**src/rtl/cs_pkg.sv**
```systemverilog
// Constants, carrier types and field layout for the memory chip-select decoder
package cs_pkg;

    localparam logic [7:0]  OFS_UPPER      = 8'hA0;
    localparam logic [7:0]  OFS_LOWER      = 8'hA2;
    localparam logic [7:0]  OFS_MID_BASE   = 8'hA6;
    localparam logic [7:0]  OFS_MID_SIZE   = 8'hA8;
    localparam logic [15:0] UPPER_RST      = 16'hFFFB;
    localparam logic [15:0] ZERO_WORD      = 16'h0000;
    localparam logic [5:0]  LOW_ZEROS      = 6'h00;
    localparam logic [5:0]  LOW_ONES       = 6'h3F;
    localparam int          LIMIT_LSB      = 6;
    localparam int          MID_BASE_LSB   = 9;
    localparam int          MID_SIZE_LSB   = 8;
    localparam int          MID_SIZE_BITS  = 7;
    localparam int          MID_BLOCK_LSB  = 13;
    localparam int          MID_QUART_LSB  = 11;
    localparam int          WAIT_BITS      = 2;
    localparam logic [2:0]  MODE_EXT_ZERO  = 3'h0;
    localparam logic [1:0]  WAIT_NONE      = 2'h0;
    localparam logic [1:0]  WAIT_ONE       = 2'h1;
    localparam logic [3:0]  MID_IDLE       = 4'hF;

    // Register access from the control block
    typedef struct packed {
        logic        wr;
        logic        rd;
        logic [7:0]  offset;
        logic [15:0] wdata;
    } reg_access_t;

    // New bus cycle address from core or DMA
    typedef struct packed {
        logic        valid;
        logic        mem;
        logic [19:0] addr;
    } bus_cycle_t;

endpackage

```
**src/rtl/cs_ready_gen.sv**
```systemverilog
// Wait-state generator for the selected region's ready mode
`timescale 1ns/1ps
module cs_ready_gen
    import cs_pkg::*;
(
    input  wire logic       clk,
    input  wire logic       rst_b,
    input  wire logic       start,
    input  wire logic [2:0] mode,
    input  wire logic       ext_ready,
    output logic            ready_q
);

    typedef enum {IDLE, COUNT} rdy_state_t;

    rdy_state_t            state_q, state_d;
    logic [WAIT_BITS-1:0]  cnt_q, cnt_d;
    logic                  ign_q, ign_d;
    logic                  ready_d;

    // Counter runs alongside external ready, not after it
    always_comb begin
        state_d = state_q;
        cnt_d   = cnt_q;
        ign_d   = ign_q;
        ready_d = 1'b0;
        case (state_q)
            IDLE: begin
            end
            COUNT: begin
                if (cnt_q != WAIT_NONE) begin
                    cnt_d = cnt_q - WAIT_ONE;
                end else if (ign_q || ext_ready) begin
                    ready_d = 1'b1;
                    state_d = IDLE;
                end
            end
            default: begin
                state_d = IDLE;
            end
        endcase
        if (start) begin
            state_d = COUNT;
            cnt_d   = mode[WAIT_BITS-1:0];
            ign_d   = mode[2];
            ready_d = 1'b0;
        end
    end

    always_ff @(posedge clk) begin
        if (!rst_b) begin
            state_q <= IDLE;
            cnt_q   <= WAIT_NONE;
            ign_q   <= 1'b0;
            ready_q <= 1'b0;
        end else begin
            state_q <= state_d;
            cnt_q   <= cnt_d;
            ign_q   <= ign_d;
            ready_q <= ready_d;
        end
    end
endmodule

```
**src/rtl/memory_chip_select_decoder.sv**
```systemverilog
// Memory chip-select decoder with region registers and ready generation
`timescale 1ns/1ps
module memory_chip_select_decoder
    import cs_pkg::*;
(
    input  wire logic        clk,
    input  wire logic        rst_b,
    input  wire reg_access_t ctl,
    input  wire bus_cycle_t  cyc,
    input  wire logic        ext_ready,
    output logic [15:0]      rdata_q,
    output logic             upper_mem_select_b_q,
    output logic             lower_mem_select_b_q,
    output logic [3:0]       mid_mem_selects_b_q,
    output logic             cycle_ready_q
);

    logic [15:0] upper_region_limit_q, upper_region_limit_d;
    logic [15:0] lower_region_limit_q, lower_region_limit_d;
    logic [15:0] mid_region_base_q, mid_region_base_d;
    logic [15:0] mid_size_and_periph_mode_q, mid_size_and_periph_mode_d;
    logic        lower_seen_q, lower_seen_d;
    logic        mid_base_seen_q, mid_base_seen_d;
    logic        mid_size_seen_q, mid_size_seen_d;
    logic [15:0] rdata_d;
    logic        upper_b_d, lower_b_d;
    logic [3:0]  mid_b_d;
    logic        upper_hit, lower_hit, mid_hit, any_access;
    logic [1:0]  mid_quarter;
    logic [2:0]  ready_mode;
    logic [2:0]  mid_info;

    // True when the access hits the given register offset
    function automatic logic hits(input reg_access_t a, input logic [7:0] ofs);
        return (a.wr || a.rd) && a.offset == ofs;
    endfunction

    // Mid block match and quarter index from the one-hot size field
    function automatic logic [2:0] mid_decode(input logic [19:0] addr, input logic [15:0] base,
                                              input logic [15:0] size);
        logic [19:0] base20;
        logic [2:0]  res;
        base20 = {base[15:MID_BASE_LSB], 13'h0000};
        res    = 3'h0;
        for (int i = 0; i < MID_SIZE_BITS; i++) begin
            if (size[MID_SIZE_LSB + i]) begin
                res[2]   = ((addr ^ base20) >> (MID_BLOCK_LSB + i)) == 20'h00000;
                res[1:0] = addr[MID_QUART_LSB + i +: 2];
            end
        end
        return res;
    endfunction

    // Register writes and the accessed flags
    always_comb begin
        upper_region_limit_d       = upper_region_limit_q;
        lower_region_limit_d       = lower_region_limit_q;
        mid_region_base_d          = mid_region_base_q;
        mid_size_and_periph_mode_d = mid_size_and_periph_mode_q;
        lower_seen_d               = lower_seen_q || hits(ctl, OFS_LOWER);
        mid_base_seen_d            = mid_base_seen_q || hits(ctl, OFS_MID_BASE);
        mid_size_seen_d            = mid_size_seen_q || hits(ctl, OFS_MID_SIZE);
        rdata_d                    = rdata_q;
        if (ctl.wr) begin
            case (ctl.offset)
                OFS_UPPER:    upper_region_limit_d = ctl.wdata;
                OFS_LOWER:    lower_region_limit_d = ctl.wdata;
                OFS_MID_BASE: mid_region_base_d = ctl.wdata;
                OFS_MID_SIZE: mid_size_and_periph_mode_d = ctl.wdata;
                default: begin
                end
            endcase
        end
        if (ctl.rd) begin
            case (ctl.offset)
                OFS_UPPER:    rdata_d = upper_region_limit_q;
                OFS_LOWER:    rdata_d = lower_region_limit_q;
                OFS_MID_BASE: rdata_d = mid_region_base_q;
                OFS_MID_SIZE: rdata_d = mid_size_and_periph_mode_q;
                default:      rdata_d = ZERO_WORD;
            endcase
        end
    end

    // Registers; the upper limit resets to UPPER_RST, the other three registers to zero
    always_ff @(posedge clk) begin
        if (!rst_b) begin
            upper_region_limit_q       <= UPPER_RST;
            lower_region_limit_q       <= ZERO_WORD;
            mid_region_base_q          <= ZERO_WORD;
            mid_size_and_periph_mode_q <= ZERO_WORD;
            lower_seen_q               <= 1'b0;
            mid_base_seen_q            <= 1'b0;
            mid_size_seen_q            <= 1'b0;
            rdata_q                    <= ZERO_WORD;
        end else begin
            upper_region_limit_q       <= upper_region_limit_d;
            lower_region_limit_q       <= lower_region_limit_d;
            mid_region_base_q          <= mid_region_base_d;
            mid_size_and_periph_mode_q <= mid_size_and_periph_mode_d;
            lower_seen_q               <= lower_seen_d;
            mid_base_seen_q            <= mid_base_seen_d;
            mid_size_seen_q            <= mid_size_seen_d;
            rdata_q                    <= rdata_d;
        end
    end

    // Address decode for the cycle being presented
    always_comb begin
        any_access  = cyc.valid && cyc.mem;
        upper_hit   = cyc.addr[19:4] >= {upper_region_limit_q[15:LIMIT_LSB], LOW_ZEROS};
        lower_hit   = lower_seen_q &&
                      cyc.addr[19:4] <= {lower_region_limit_q[15:LIMIT_LSB], LOW_ONES};
        mid_info    = mid_decode(cyc.addr, mid_region_base_q, mid_size_and_periph_mode_q);
        mid_hit     = mid_base_seen_q && mid_size_seen_q && mid_info[2];
        mid_quarter = mid_info[1:0];
        upper_b_d   = upper_mem_select_b_q;
        lower_b_d   = lower_mem_select_b_q;
        mid_b_d     = mid_mem_selects_b_q;
        ready_mode  = MODE_EXT_ZERO;
        if (cyc.valid) begin
            upper_b_d = !(any_access && upper_hit);
            lower_b_d = !(any_access && lower_hit);
            mid_b_d   = MID_IDLE;
            if (any_access && mid_hit) begin
                mid_b_d[mid_quarter] = 1'b0;
            end
        end
        // Ready mode of the selected region
        if (any_access && upper_hit) begin
            ready_mode = upper_region_limit_q[2:0];
        end else if (any_access && lower_hit) begin
            ready_mode = lower_region_limit_q[2:0];
        end else if (any_access && mid_hit) begin
            ready_mode = mid_region_base_q[2:0];
        end
    end

    // Active-low selects, all high in reset
    always_ff @(posedge clk) begin
        if (!rst_b) begin
            upper_mem_select_b_q <= 1'b1;
            lower_mem_select_b_q <= 1'b1;
            mid_mem_selects_b_q  <= MID_IDLE;
        end else begin
            upper_mem_select_b_q <= upper_b_d;
            lower_mem_select_b_q <= lower_b_d;
            mid_mem_selects_b_q  <= mid_b_d;
        end
    end

    // Wait states for the decoded region
    cs_ready_gen u_ready (
        .clk       (clk),
        .rst_b     (rst_b),
        .start     (cyc.valid),
        .mode      (ready_mode),
        .ext_ready (ext_ready),
        .ready_q   (cycle_ready_q)
    );
endmodule

```
**config.mk**
```make
export PLATFORM = sky130hd
export DESIGN_NAME = memory_chip_select_decoder
export DESIGN_NICKNAME = d
export VERILOG_FILES = /design/src/rtl/cs_pkg.sv /design/src/rtl/cs_ready_gen.sv /design/src/rtl/memory_chip_select_decoder.sv
export SDC_FILE = /design/constraint.sdc
export NUM_CORES = 1
export LEC_CHECK = 0
export ABC_CLOCK_PERIOD_IN_PS = 3500
export BUFFER_PORTS_ARGS = -buffer_cell sky130_fd_sc_hd__buf_2
export CORE_ASPECT_RATIO = 0.6
export CORE_MARGIN = 1.5
export CORE_UTILIZATION = 50
export CTS_CLUSTER_SIZE = 28
export DETAILED_ROUTE_END_ITERATION = 7
export PLACE_DENSITY = 0.8
export SLEW_MARGIN = 20
export SYNTH_ARGS = -nofsm -noshare
export SYNTH_HDL_FRONTEND = slang
export SYNTH_SLANG_ARGS = --single-unit
export TNS_END_PERCENT = 20
```
**constraint.sdc**
```tcl
create_clock -name clk -period 3.5 [get_ports clk]
set_input_delay 0.35 -clock clk [delete_from_list [all_inputs] [get_ports clk]]
set_output_delay 0.35 -clock clk [all_outputs]
set_load 0.1 [all_outputs]
```
==> out/qor.csv <==
stage,metric,value,unit
run_status,outcome,"complete, no violations",
timing,tightest_slew,929,ps
yosys,async_flop_share,0,%
timing,fin_skew,9.77,ps
detailed_routing,drc_errors,0,
clocking,hold_buffers,0,
clocking,post_cts_buffers,0,
finish,nets,710,
floorplan,die_x,132,µm
worst_hold_path,min_to,mid_region_base_q[15],
yosys,syn_nets,662,
floorplan,chipHeight,80.1,µm
yosys,ys_warn_count,0,
placed_design,place.gp.congestion,0.909,
critical_path,crit_fanout,4,
yosys,synth-seq-area-share,38.0,%
critical_path,rr_startpoint,lower_region_limit_q[13],
timing,setup_violations,0,
power,ir_drop,260,µV
critical_path,r2r_slack,1140,ps
yosys,synth.distinct_cells,55,
finish,n_fill_cell,843,
global_routing,overflow,0,
worst_hold_path,min_from,ctl[15],
detailed_routing,wl_per_cell,17.9,µm
yosys,synth_commonest_cells,"nand2_1 (129), dfxtp_1 (94), a21boi_0 (43)",
timing,rsz0062_at_grt,no,
finish,drive_gt1_share,15.9,%
detailed_routing,dr.pass1.iters,5,
floorplan,dieArea,10500,µm²
global_routing,track_usage,27.2,%
power,power,2370,µW
global_routing,antenna_found_initial,0,
floorplan,io_pins,74,
worst_hold_path,hp-class,input pin to flop,
critical_path,crit_arrival,2570,ps
finish,syn2layout_area_growth,14.4,%
yosys,synth-seq-cells,94,
worst_hold_path,hold_depth,3,
timing,hold_slack,271,ps
yosys,synth.area.top_cells,"dfxtp_1 (38%), nand2_1 (9.8%), mux2i_1 (6.7%), a21boi_0 (6.5%), ha_1 (5.3%)",
finish,antenna_cells,0,
clocking,clk_latency,350,ps
global_routing,grt_max_degree,58,
timing,slew_viol_final,0,
clocking,cts-buffers-inserted,9,
critical_path,worstSetupEndpointType,flop,
run,maxCapViolations,0,
detailed_routing,vias,4509,
yosys,syn_avg_cell_area,8.40,µm²
critical_path,worstSetupPathType,flop to flop,
clocking,cts.reportedPaths.clkPinSlew,70,ps
detailed_routing,viasPerCell,5.83,
detailed_routing,drt-total-wl,13900,µm
critical_path,reg2reg_depth,8,
timing,hold_viol,0,
detailed_routing,ant_nets,0,
global_routing,first_global_vias,4390,
power,leakage,0.00219,µW
clocking,clock_sinks,94,
clocking,cts.htree.levels,3,
critical_path,worstReg2RegEnd,u_ready.ign_q,
placed_design,numPortBuffers,69,
yosys,netlist_area,4960,µm²
critical_path,cp-start-kind,flop,
yosys,synthCells,590,
yosys,synthFlopType,dfxtp_1,
yosys,synth.most_common_cell,nand2_1,
floorplan,rows,27,
timing,setup_tns,0,ps
floorplan,start_util,52.8,%
timing,layout_min_cycle_time,2360,ps
placed_design,dp_hpwl,9610,µm
clocking,cts_resized,0,
floorplan,core_area,9390,µm²
timing,fmax,424,MHz
detailed_routing,dr.first_iter.drc_count,324,
timing,finalCritPeriodShare,67.3,%
critical_path,required,3720,ps
yosys,synth_top_area_share,38.0,%
power,power_density,418,nW/µm²
yosys,synth_edf_count,0,
clocking,clockRootBuffer,clkbuf_16,
yosys,yosysTopAreaCell,dfxtp_1,
global_routing,grt_pass1_wl,22100,µm
clocking,clock_path_buffers,2,
timing,max-slew-margin-rel,38.1,%
clocking,cts_tree,built,
[where the power goes]
part / internal [µW] / total [µW] / switching, µW / leakage [µW]
registers: 1070 / 1070 / 1.66 / 0.000758
clock network: 716 / 1140 / 424 / 0.000172
logic: 63.2 / 157 / 93.5 / 0.00126
total: 1850 / 2370 / 519 / 0.00219
[worst max path at each step]
| stage | startpoint | to | slack, ps | depth (start not counted) |
|---|---|---|---|---|
| floorplan | cyc[11] | u_ready.cnt_q[0] | 1650 | 7 |
| global placement | ctl[18] | upper_region_limit_q[2] | 1070 | 7 |
| detailed placement | ctl[18] | upper_region_limit_q[0] | 1020 | 6 |
| CTS | lower_region_limit_q[13] | u_ready.ign_q | 1210 | 8 |
| global route | lower_region_limit_q[15] | u_ready.ign_q | 1000 | 8 |
| finish | lower_region_limit_q[13] | u_ready.ign_q | 1140 | 8 |
[layout by cell type, fill, tap and decap left out, drive strengths merged, types with 9 or more instances in the layout]
cell type / synthesis / routed
nor2: 13 / 13
o21ai: 9 / 9
dfxtp: 94 / 94
mux2i: 33 / 33
a21oi: 32 / 32
a21boi: 52 / 52
o22ai: 16 / 16
o211ai: 14 / 14
nor2b: 39 / 39
ha: 21 / 21
nand2: 131 / 131
clkbuf: 19 / 10
inv: 28 / 28
buf: 16 / 72
[per-layer routing]
metal  share of wire (%)  global-route usage [%]  routed length, µm
met1                  44                    33.7               6130
met2                  44                    44.1               6150
met3                 9.1                    9.09               1270
met4                 2.3                    11.0                321
met5                   0                       0                  0
[flip-flops by register name, summed over array words and instances, names as in the netlist]
name,flops
mid_size_seen_q,1
upper_region_limit_q,16
upper_mem_select_b_q,1
u_ready.state_q,1
lower_region_limit_q,16
lower_mem_select_b_q,1
mid_region_base_q,16
u_ready.cnt_q,2
rdata_q,16
mid_mem_selects_b_q,4
lower_seen_q,1
u_ready.ign_q,1
mid_size_and_periph_mode_q,16
mid_base_seen_q,1
u_ready.ready_q,1
[critical path, cell delays in order (launching register included)]
cell and delay (ps):
dfxtp_1 370, inv_1 60, ha_1 300, nand4_1 180, nor4_1 320, nand4_1 290, and2_1 320, a31oi_1 240
o221ai_1 130
[through the flow]
stage | cell area (µm²) | setup slack, ps | util, % | std cells
after floorplan | 4960 | 1650 | - | 590
after global placement | 5320 | 1070 | 56.7 | 757
after detailed placement | 5320 | 1020 | 56.7 | 757
after CTS | 5670 | 1210 | 60.4 | 773
after global routing | 5670 | 1000 | 60.4 | 773
final | 5670 | 1140 | 60.4 | 773
[cell type report]
type	instances	area [µm²]	area share (%)
clock buffers	10	239	4.22
clock inverters	6	109	1.92
inverters	28	105	1.85
multi-input cells	433	2800	49.5
flip-flops and latches	94	1880	33.2
well taps	130	163	2.87
repair buffers	72	368	6.49
[cell families (layout without fill, tap and decap cells)]
group	count (synthesis)	after routing	share of synthesized area, %
adder cells (fa/ha/maj)	21	21	5.30
AO/OA/AOI/OAI	145	145	20.2
AND/OR/NAND/NOR	225	225	22.7
flip-flops	94	94	38.0
XOR/XNOR	8	8	1.41
buffers and inverters	63	116	5.48
multiplexers	34	34	6.89
No activity file was read; power rests on OpenSTA's default activity.
